<file path="src/fbo_regs.svh">
// Purpose: Register map, field positions, reset values and timing figures of the fuse option block
// Assumes: 32-bit APB words, byte address is four times the register index
// Notes:   Definitions only
`ifndef FBO_REGS_SVH
`define FBO_REGS_SVH

// Register indices, byte address is index times four
`define FBO_IDX_FUSE_TIMING 8'h00
`define FBO_IDX_FUSE_BYTE 8'h01
`define FBO_IDX_FUSE_CMD 8'h02
`define FBO_IDX_DETECT_CUST 8'h1c
`define FBO_IDX_CUST 8'h1e
`define FBO_IDX_OSC 8'h20
`define FBO_IDX_RST_FILT 8'h24
`define FBO_IDX_ADC 8'h34
`define FBO_ADDR(idx) (8'((idx) << 2))

// Fuse timing and command fields
`define FBO_STROBE_LSB 0
`define FBO_HOLD_LSB 8
`define FBO_SETUP_LSB 16
`define FBO_CMD_BUSY_BIT 8
`define FBO_FUSE_ADDR_W 6

// Supply detector config fields (own word, index 0x1c)
`define FBO_DET_LEVEL_LSB 0
`define FBO_DET_EN_BIT 8
`define FBO_DET_IE_BIT 9
`define FBO_DET_RE_BIT 10
`define FBO_DET_OE_BIT 11
`define FBO_DET_UNLOCK_LSB 12
`define FBO_DET_PORRE_BIT 14
`define FBO_DET_FLAG_BIT 15
`define FBO_DET_FUSE_MASK 16'h4403
`define FBO_DET_WR_MASK 16'h4f03

// Customer config fields (own word, index 0x1e)
`define FBO_CUST_PANEL_BIT 0
`define FBO_CUST_RTC_BIT 1
`define FBO_CUST_DEBUG_BIT 2
`define FBO_CUST_FUSE_MASK 16'h0004
`define FBO_CUST_WR_MASK 16'h0007

// Unlock codes
`define FBO_KEY_1 2'b01
`define FBO_KEY_2 2'b10
`define FBO_KEY_3 2'b11
`define FBO_KEY_LOCK 2'b00

// Timing: least fuse phase time and clock period
`define FBO_MIN_PHASE_NS 100
`define FBO_CLK_PERIOD_NS 8
`define FBO_MIN_PHASE_CYC ((`FBO_MIN_PHASE_NS + `FBO_CLK_PERIOD_NS - 1) / `FBO_CLK_PERIOD_NS)
`define FBO_TIMING_RST {8'h00, 8'(`FBO_MIN_PHASE_CYC - 1), 8'(`FBO_MIN_PHASE_CYC - 1), 8'(`FBO_MIN_PHASE_CYC - 1)}

`endif

</file>
<file path="src/fbo_pkg.sv">
// Purpose: Types of the fuse option block
// Assumes: Constants live in fbo_regs.svh
// Notes:   All block state but the first pin synchroniser stage is one packed struct
package fbo_pkg;

    typedef enum logic [1:0] {
        FS_IDLE,
        FS_SETUP,
        FS_STROBE,
        FS_HOLD
    } fbo_fsm_t;

    typedef struct packed {
        logic [15:0] data;
        logic [3:0] ctrl;
    } fbo_pins_t;

    typedef struct packed {
        // Bus answer and fuse default load flag
        logic pready;
        logic pslverr;
        logic [31:0] prdata;
        logic boot;
        // Registers
        logic [31:0] timing;
        logic [7:0] fuse_byte;
        logic [5:0] fuse_addr;
        logic [15:0] det;
        logic [1:0] unlock_step;
        logic [15:0] cust;
        logic [15:0] osc;
        logic [15:0] rst_filt;
        logic [15:0] adc;
        // Fuse sequencer
        fbo_fsm_t fsm;
        logic [7:0] cnt;
        logic fuse_re;
        logic fuse_strobe;
        // Detector and pins
        logic [2:0] low_sync;
        logic det_out;
        logic irq;
        logic por_req;
        logic det_rst_req;
        logic rtc_reconfig;
        fbo_pins_t pins;
        logic [1:0] dbg_sync;
        logic uart_rxd;
        logic dbg_clk;
        logic dbg_data;
        logic dbg_data_oe;
    } fbo_state_t;

endpackage

</file>
<file path="src/fbo_option_config.sv">
// Purpose: Fuse read timing, fuse byte read-back and option-byte registers behind APB
// Assumes: srst_i is the power-on reset; fuse macro and fuse defaults are on clk_sys_i
// Notes:   Zero wait state slave, pready is high in the first access cycle
// Behaviour
// - Strobe lasts strobe width field plus one
// - Address and read enable held hold+1 after
// - Address and read enable lead by setup+1
// - Read byte register keeps last fuse byte
// - User mode access errors, changes nothing
// - Reserved locations ignore writes, read zero
// - Low supply flag follows detector level
// - Power-on reset enable causes power-on reset
// - Reset enable alone causes detector reset
// - Unlock sequence 01,10,11 opens other fields
// - While open, 00 relocks, others ignored
// - Output enable gates detector output
// - Interrupt enable gates low supply request
// - Detector enable switches detector, reset clears
// - Threshold select fuse loaded, erased gives 00
// - Fuse loaded bits zero when fuse erased
// - Panel select routes bus pins to RGB
// - RTC permit gates reconfiguration requests
// - Debug disable turns debug pins to UART
`timescale 1ns/1ps
`include "fbo_regs.svh"

module fbo_option_config (
    // Clock and reset
    input wire logic clk_sys_i,
    input wire logic srst_i,
    // APB slave
    input wire logic psel_i,
    input wire logic penable_i,
    input wire logic pwrite_i,
    input wire logic [7:0] paddr_i,
    input wire logic [31:0] pwdata_i,
    input wire logic [3:0] pstrb_i,
    input wire logic [2:0] pprot_i,
    output logic [31:0] prdata_o,
    output logic pready_o,
    output logic pslverr_o,
    // Fuse defaults, bit valid where the match mask is set
    input wire logic [15:0] fuse_det_value_i,
    input wire logic [15:0] fuse_det_match_i,
    input wire logic [15:0] fuse_cust_value_i,
    input wire logic [15:0] fuse_cust_match_i,
    // Fuse macro
    input wire logic [7:0] fuse_data_i,
    output logic [5:0] fuse_addr_o,
    output logic fuse_read_enable_o,
    output logic fuse_strobe_o,
    // Supply detector
    input wire logic low_supply_i,
    output logic detector_enable_o,
    output logic [1:0] detector_level_o,
    output logic detector_out_o,
    output logic detector_irq_o,
    output logic por_request_o,
    output logic detector_reset_request_o,
    // RTC reconfiguration
    input wire logic rtc_direction_ctrl_a_i,
    input wire logic rtc_direction_ctrl_b_i,
    output logic rtc_reconfig_o,
    // Panel pin mux
    input wire fbo_pkg::fbo_pins_t bus_pins_i,
    input wire fbo_pkg::fbo_pins_t panel_pins_i,
    output fbo_pkg::fbo_pins_t pad_pins_o,
    output logic panel_pins_select_o,
    // Debug and third UART pins
    input wire logic debug_clock_pin_i,
    input wire logic debug_data_pin_i,
    input wire logic dbg_data_out_i,
    input wire logic dbg_data_oe_i,
    input wire logic uart_txd_i,
    output logic debug_data_pin_o,
    output logic debug_data_pin_oe_o,
    output logic dbg_clk_o,
    output logic dbg_data_in_o,
    output logic uart_rxd_o,
    output logic debug_port_disable_o
);

    fbo_pkg::fbo_state_t s_q;
    fbo_pkg::fbo_state_t s_d;

    // Byte lane mask from strobes
    function automatic logic [31:0] lane_mask(input logic [3:0] strb);
        lane_mask = {{8{strb[3]}}, {8{strb[2]}}, {8{strb[1]}}, {8{strb[0]}}};
    endfunction

    // Merge a write into a stored word by lanes
    function automatic logic [31:0] merge(input logic [31:0] old, input logic [31:0] wd, input logic [3:0] strb);
        merge = (old & ~lane_mask(strb)) | (wd & lane_mask(strb));
    endfunction

    logic setup_ph;
    logic access_ph;
    logic priv;
    logic wr_go;
    logic [31:0] det_word;
    logic [31:0] new_word;
    logic [1:0] key;
    logic unlocked;
    logic low_s;
    logic low_rise;
    logic [1:0] pin_meta_q;

    // Bus phases; pprot bit 0 marks a privileged master
    assign setup_ph = psel_i && !penable_i;
    assign access_ph = psel_i && penable_i && s_q.pready;
    assign priv = pprot_i[0];
    assign wr_go = access_ph && pwrite_i && priv;
    assign unlocked = (s_q.unlock_step == 2'd3);
    assign low_s = s_q.low_sync[1];
    assign low_rise = s_q.low_sync[1] && !s_q.low_sync[2];
    assign det_word = {16'h0000, s_q.det[15:14], (unlocked ? `FBO_KEY_3 : `FBO_KEY_LOCK), s_q.det[11:0]};
    assign new_word = merge(det_word, pwdata_i, pstrb_i);
    assign key = new_word[`FBO_DET_UNLOCK_LSB +: 2];

    // Next state of the whole block
    always_comb begin
        s_d = s_q;
        s_d.por_req = 1'b0;
        s_d.det_rst_req = 1'b0;

        // Answer is prepared in setup and shown in the first access cycle
        s_d.pready = setup_ph;
        s_d.pslverr = 1'b0;
        s_d.prdata = 32'h0000_0000;
        if (setup_ph) begin
            if (!priv) begin
                s_d.pslverr = 1'b1;
            end else if (!pwrite_i) begin
                case (paddr_i)
                    `FBO_ADDR(`FBO_IDX_FUSE_TIMING): s_d.prdata = s_q.timing;
                    `FBO_ADDR(`FBO_IDX_FUSE_BYTE): s_d.prdata = {24'h00_0000, s_q.fuse_byte};
                    `FBO_ADDR(`FBO_IDX_FUSE_CMD): s_d.prdata = {23'h00_0000, s_q.fsm != fbo_pkg::FS_IDLE,
                                                                 2'b00, s_q.fuse_addr};
                    `FBO_ADDR(`FBO_IDX_DETECT_CUST): s_d.prdata = det_word;
                    `FBO_ADDR(`FBO_IDX_CUST): s_d.prdata = {16'h0000, s_q.cust};
                    `FBO_ADDR(`FBO_IDX_OSC): s_d.prdata = {16'h0000, s_q.osc};
                    `FBO_ADDR(`FBO_IDX_RST_FILT): s_d.prdata = {16'h0000, s_q.rst_filt};
                    `FBO_ADDR(`FBO_IDX_ADC): s_d.prdata = {16'h0000, s_q.adc};
                    default: s_d.prdata = 32'h0000_0000;
                endcase
            end
        end

        // Register writes take effect on the access edge only
        if (wr_go) begin
            case (paddr_i)
                `FBO_ADDR(`FBO_IDX_FUSE_TIMING): s_d.timing = merge(s_q.timing, pwdata_i, pstrb_i) & 32'h00ff_ffff;
                `FBO_ADDR(`FBO_IDX_FUSE_CMD): begin
                    // A start while busy is dropped so the macro timing is never cut short
                    if (pstrb_i[0] && s_q.fsm == fbo_pkg::FS_IDLE) begin
                        s_d.fuse_addr = pwdata_i[`FBO_FUSE_ADDR_W-1:0];
                        s_d.fsm = fbo_pkg::FS_SETUP;
                        s_d.cnt = s_q.timing[`FBO_SETUP_LSB +: 8];
                        s_d.fuse_re = 1'b1;
                    end
                end
                `FBO_ADDR(`FBO_IDX_DETECT_CUST): begin
                    if (unlocked) begin
                        s_d.det = (s_q.det & ~`FBO_DET_WR_MASK) | (new_word[15:0] & `FBO_DET_WR_MASK);
                    end
                    if (pstrb_i[1]) begin
                        if (unlocked) begin
                            if (key == `FBO_KEY_LOCK) begin
                                s_d.unlock_step = 2'd0;
                            end
                        end else begin
                            case (s_q.unlock_step)
                                2'd0: s_d.unlock_step = (key == `FBO_KEY_1) ? 2'd1 : 2'd0;
                                2'd1: s_d.unlock_step = (key == `FBO_KEY_2) ? 2'd2 : 2'd0;
                                2'd2: s_d.unlock_step = (key == `FBO_KEY_3) ? 2'd3 : 2'd0;
                                default: s_d.unlock_step = 2'd0;
                            endcase
                        end
                    end
                end
                `FBO_ADDR(`FBO_IDX_CUST): s_d.cust = 16'(merge({16'h0000, s_q.cust}, pwdata_i, pstrb_i))
                    & `FBO_CUST_WR_MASK;
                `FBO_ADDR(`FBO_IDX_OSC): s_d.osc = 16'(merge({16'h0000, s_q.osc}, pwdata_i, pstrb_i));
                `FBO_ADDR(`FBO_IDX_RST_FILT): s_d.rst_filt = 16'(merge({16'h0000, s_q.rst_filt}, pwdata_i, pstrb_i));
                `FBO_ADDR(`FBO_IDX_ADC): s_d.adc = 16'(merge({16'h0000, s_q.adc}, pwdata_i, pstrb_i));
                default: s_d.fsm = s_q.fsm;
            endcase
        end

        // fuse defaults loaded once after reset
        if (s_q.boot) begin
            s_d.boot = 1'b0;
            s_d.det = fuse_det_value_i & fuse_det_match_i & `FBO_DET_FUSE_MASK;
            s_d.cust = fuse_cust_value_i & fuse_cust_match_i & `FBO_CUST_FUSE_MASK;
        end

        // Fuse read sequencer, each phase lasts field plus one cycles
        case (s_q.fsm)
            fbo_pkg::FS_IDLE: begin
                s_d.fuse_re = s_d.fuse_re;
            end
            fbo_pkg::FS_SETUP: begin
                if (s_q.cnt == 8'h00) begin
                    s_d.fsm = fbo_pkg::FS_STROBE;
                    s_d.fuse_strobe = 1'b1;
                    s_d.cnt = s_q.timing[`FBO_STROBE_LSB +: 8];
                end else begin
                    s_d.cnt = s_q.cnt - 8'h01;
                end
            end
            fbo_pkg::FS_STROBE: begin
                if (s_q.cnt == 8'h00) begin
                    s_d.fsm = fbo_pkg::FS_HOLD;
                    s_d.fuse_strobe = 1'b0;
                    s_d.cnt = s_q.timing[`FBO_HOLD_LSB +: 8];
                    s_d.fuse_byte = fuse_data_i;
                end else begin
                    s_d.cnt = s_q.cnt - 8'h01;
                end
            end
            fbo_pkg::FS_HOLD: begin
                if (s_q.cnt == 8'h00) begin
                    s_d.fsm = fbo_pkg::FS_IDLE;
                    s_d.fuse_re = 1'b0;
                end else begin
                    s_d.cnt = s_q.cnt - 8'h01;
                end
            end
            default: s_d.fsm = fbo_pkg::FS_IDLE;
        endcase

        // Detector level crosses in from the analog side; the third stage is for edges
        s_d.low_sync = {s_q.low_sync[1:0], low_supply_i};
        s_d.det[`FBO_DET_FLAG_BIT] = low_s;
        s_d.det_out = s_q.det[`FBO_DET_OE_BIT] && low_s;
        s_d.irq = s_q.det[`FBO_DET_IE_BIT] && low_s;
        if (low_rise) begin
            s_d.por_req = s_q.det[`FBO_DET_PORRE_BIT];
            s_d.det_rst_req = s_q.det[`FBO_DET_RE_BIT] && !s_q.det[`FBO_DET_PORRE_BIT];
        end

        s_d.rtc_reconfig = s_q.cust[`FBO_CUST_RTC_BIT] && (rtc_direction_ctrl_a_i || rtc_direction_ctrl_b_i);
        s_d.pins = s_q.cust[`FBO_CUST_PANEL_BIT] ? panel_pins_i : bus_pins_i;

        // Debug pins cross in from outside, then route by disable bit
        s_d.dbg_sync = pin_meta_q;
        if (s_q.cust[`FBO_CUST_DEBUG_BIT]) begin
            s_d.uart_rxd = s_q.dbg_sync[0];
            s_d.dbg_clk = 1'b0;
            s_d.dbg_data = uart_txd_i;
            s_d.dbg_data_oe = 1'b1;
        end else begin
            s_d.uart_rxd = 1'b1;
            s_d.dbg_clk = s_q.dbg_sync[0];
            s_d.dbg_data = dbg_data_out_i;
            s_d.dbg_data_oe = dbg_data_oe_i;
        end
    end

    // First synchroniser stage of the pins; only the second stage reads it, never the routing logic
    always_ff @(posedge clk_sys_i) begin
        pin_meta_q <= {debug_data_pin_i, debug_clock_pin_i};
    end

    // State register; reset clears detector enable and relocks
    always_ff @(posedge clk_sys_i) begin
        if (srst_i) begin
            s_q <= '0;
            s_q.boot <= 1'b1;
            s_q.unlock_step <= 2'd0;
            s_q.timing <= `FBO_TIMING_RST;
            s_q.uart_rxd <= 1'b1;
        end else begin
            s_q <= s_d;
        end
    end

    assign detector_enable_o = s_q.det[`FBO_DET_EN_BIT];
    assign detector_level_o = s_q.det[`FBO_DET_LEVEL_LSB +: 2];
    assign prdata_o = s_q.prdata;
    assign pready_o = s_q.pready;
    assign pslverr_o = s_q.pslverr;
    assign fuse_addr_o = s_q.fuse_addr;
    assign fuse_read_enable_o = s_q.fuse_re;
    assign fuse_strobe_o = s_q.fuse_strobe;
    assign detector_out_o = s_q.det_out;
    assign detector_irq_o = s_q.irq;
    assign por_request_o = s_q.por_req;
    assign detector_reset_request_o = s_q.det_rst_req;
    assign rtc_reconfig_o = s_q.rtc_reconfig;
    assign pad_pins_o = s_q.pins;
    assign panel_pins_select_o = s_q.cust[`FBO_CUST_PANEL_BIT];
    assign debug_data_pin_o = s_q.dbg_data;
    assign debug_data_pin_oe_o = s_q.dbg_data_oe;
    assign dbg_clk_o = s_q.dbg_clk;
    assign dbg_data_in_o = s_q.dbg_sync[1];
    assign uart_rxd_o = s_q.uart_rxd;
    assign debug_port_disable_o = s_q.cust[`FBO_CUST_DEBUG_BIT];
endmodule

</file>
<file path="config.mk">
export PLATFORM = sky130hd
export DESIGN_NAME = fbo_option_config
export DESIGN_NICKNAME = d
export VERILOG_FILES = /design/src/fbo_pkg.sv /design/src/fbo_option_config.sv
export VERILOG_INCLUDE_DIRS = /design/src
export SDC_FILE = /design/constraint.sdc
export NUM_CORES = 1
export LEC_CHECK = 0
export BUFFER_PORTS_ARGS = -buffer_cell sky130_fd_sc_hd__buf_4
export CAP_MARGIN = 20
export CORE_ASPECT_RATIO = 1.75
export CORE_MARGIN = 3
export CORE_UTILIZATION = 48
export DETAILED_ROUTE_END_ITERATION = 16
export PLACE_DENSITY = 0.85
export SYNTH_ARGS = -nofsm -noshare
export SYNTH_HDL_FRONTEND = slang
export SYNTH_SLANG_ARGS = --single-unit
export TNS_END_PERCENT = 50
</file>
<file path="constraint.sdc">
create_clock -name clk_sys_i -period 4.3 [get_ports clk_sys_i]
set_input_delay 1.075 -clock clk_sys_i [delete_from_list [all_inputs] [get_ports clk_sys_i]]
set_output_delay 1.075 -clock clk_sys_i [all_outputs]
set_load 0.1 [all_outputs]
</file>
==> metrics <==
outcome finished clean; Worst EP arrival 3.39 ns; FMAX 323 MHz; clock skew about 0.011 ns; Synth Area in XOR/XNOR 0.694%; final worst slack between 1 and 1.5 ns; die extent in x 101 µm; Placed Cells 1,075; worst r2r src s_q[36]$_SDFF_PP0_; Slowest-stage cell, CP or4_1; CTS tree yes; sequential share of the synthesized area 45.7%; P_leak 3.78 nW; top_reg_cell synth dfxtp_1; post-CTS sizing 0; share of the synthesized area in the top cell type between 40% and 50%; Area contributors post-synth dfxtp_1 46%, mux2i_1 13%, buf_4 5.9%; IO Count 249; # diodes 0; multi-input logic area 0.00348 mm²; Hold Crit Class reg -> reg; post-layout minimum cycle time 3.09 ns; combinational family with the most area after synthesis simple AND/OR/NAND/NOR gates; via count 6,269; synthesized area 0.00758 mm²; post-synthesis adder-cell area fraction 0.165%; total wire length 20,400 µm; cells after synthesis around 800; Area Overhead vs Synth 21.7%; clock-pin slew on the worst setup and hold paths 0.07 ns; Worst Reg2Reg Path Length in Cells 7; initial antenna violation count 0; r2r setup slk about 1.6 ns; switching part of the total power approximately 28%; Synth Area in Simple Gates 17.3%; reg2reg end s_q[37]$_SDFF_PP0_; Slew headroom 35.6%; number of synthesized flops with an enable pin 0; H-tree depth 4; Final period util approximately 70%; top-count cell post-synth dfxtp_1; commonest cells in the netlist 173 x dfxtp_1, 116 x nor2_1, 100 x mux2i_1; router iterations before antenna repair 5; Sink Count 173; DRT iter0 DRCs 505; # setup viols final 0; max incr delay on CP 0.68 ns; vias in the first global route a little under 6,000; Post-DP Area 0.00860 mm²; RSZ-0062 raised after global routing false; Critical Path Source paddr_i[2]; DRT antenna net count 0; Critical Path Sink Type flop; Yosys cell types 66; die area 0.0174 mm²; gr usage total roughly 22%; Pint about 2.6 mW; final non-filler cell total 1,107; NetSw 0.983 mW; final instance area 0.00922 mm²; CP Launch Type primary input; largest net degree at the start of global routing 75; Clk Latency, worst-skew pair 0.44 ns; syn_area_per_cell 9.43 µm²; WHS Path Cells 2; Clock Tree Buf Depth 2; post-synthesis mux area share 16.9%; fraction of layout cells with a size suffix above 1 27.5%; Residual DRC 0; Die H between 150 and 200 µm; CP dominant cell by count buf_4; CP endpoint s_q[68]$_SDFFE_PP0P_; peak supply drop 0.242 mV; Clock Tree Root clkbuf_16; DP Wirelength 14,300 µm; Comb power frac 9.2%; Final Hold Slack about 0.45 ns; ys async rst share 0%; Fillers 1,287; DR vias/cell roughly 5.7; compound-cell area share of the yosys netlist 10.5%; crit-path cells buf_4 > or4_1 > nor4b_2 > buf_4 > and3_1 > mux2i_1 > nor2_1; Worst Tran Pin Value 0.961 ns; post-layout util roughly 60%; max_cap viols 0; first-pass GRT wire length 30,500 µm; post-DR wirelength/cell 18.4 µm; Clk pwr share between 40 and 50%; kind of critical path in -> reg; total CTS buffers 17; routability-driven placement congestion ratio ~0.94; Starting Density 49.2%; Place WS 0.800 ns; critical path required time 4.59 ns; power after layout about 3.6 mW; Seq pwr share 45.9%; GRT overflow 0; Synth warnings 0; post-synth top area cell dfxtp_1; register area 0.00346 mm²; PwrDens 385 mW/mm²; Crit Path Max Fanout 21; Slew Viols, Final 0; cell row count 60; core area 0.0154 mm²; Final Net Count between 1,000 and 1,500; # port buffers 175; final hold vios 0; #FFs+latches synth 173; Hold-fix buffers, CTS 0; post-CTS setup buffers 0; Sum Neg Setup Slack 0 ns
[area by class of cell]
class | instances | area share (%)
multi-input cells | 525 | 37.8
flip-flops and latches | 173 | 37.6
repair buffers | 187 | 15.2
clock buffers | 17 | 4.62
well taps | 186 | 2.53
clock inverters | 15 | 2.12
inverters | 4 | 0.163
[routing by layer]
layer	GRT usage, %	share of wire (%)	vias up
met5	0	0	-
met4	12.2	4.5	0
met3	5.01	6.5	59
met2	38.5	52	296
met1	25.7	37	2962
li1	-	-	2952
[registers in the layout, indices dropped and copies added, names as in the netlist, 2 cells and up]
signal,count
fuse_addr_o,6
pad_pins_o,20
pin_meta_q,2
det_word,5
s_q,95
detector_level_o,2
prdata_o,24
[cells in the final DEF, fill, tap and decap left out, drive strengths merged, types with 3 or more instances in the layout]
master / count
a21oi: 37
nand3b: 8
nand3: 9
o21ai: 27
clkinv: 5
nand2b: 5
nor2b: 15
mux2i: 100
nor3: 10
and2: 11
nor3b: 5
a31oi: 5
a221oi: 5
a211oi: 4
nor4: 5
nor2: 117
xor2: 3
nand4: 4
buf: 187
mux2: 24
clkbuf: 17
xnor2: 3
inv: 12
conb: 8
o21a: 5
nand2: 51
nand4b: 3
a22oi: 15
and3: 6
dfxtp: 173
a222oi: 8
or4: 3
[power groups by stage]
| stage | logic, mW | registers, mW | clock network [mW] |
|---|---|---|---|
| after global routing | 0.342 | 1.63 | 1.68 |
| after detailed placement | 0.327 | 1.67 | 0 |
| after global placement | 0.323 | 1.67 | 0 |
| after CTS | 0.327 | 1.63 | 1.61 |
| final | 0.327 | 1.63 | 1.59 |
| after floorplan | 0.191 | 1.69 | 0 |
[cell families after synthesis]
group | Yosys count
other | 1
DFF | 173
xor gates and xnor gates | 6
adders and majority gates | 1
AOI/OAI and AO/OA | 123
muxes | 124
and+or+nand+nor | 263
buffers and inverters | 112
[critical path: cells and delay by family]
family,cells,cell delay (ns)
simple gates,4,1.60
buf+inv,2,0.44
mux,1,0.28
[worst min-delay path by stage]
stage	end	slack, ns	start
final	uart_rxd_o$_SDFF_PP1_	0.45	s_q[4]$_SDFF_PP0_
after global routing	s_q[4]$_SDFF_PP0_	0.47	pin_meta_q[0]$_DFF_P_
after CTS	low_s$_SDFF_PP0_	0.46	s_d[32]$_SDFF_PP0_
after detailed placement	uart_rxd_o$_SDFF_PP1_	0.43	s_q[4]$_SDFF_PP0_
after global placement	uart_rxd_o$_SDFF_PP1_	0.41	s_q[4]$_SDFF_PP0_
after floorplan	uart_rxd_o$_SDFF_PP1_	0.41	s_q[4]$_SDFF_PP0_
Note: power is estimated with default switching activity, not from simulation.
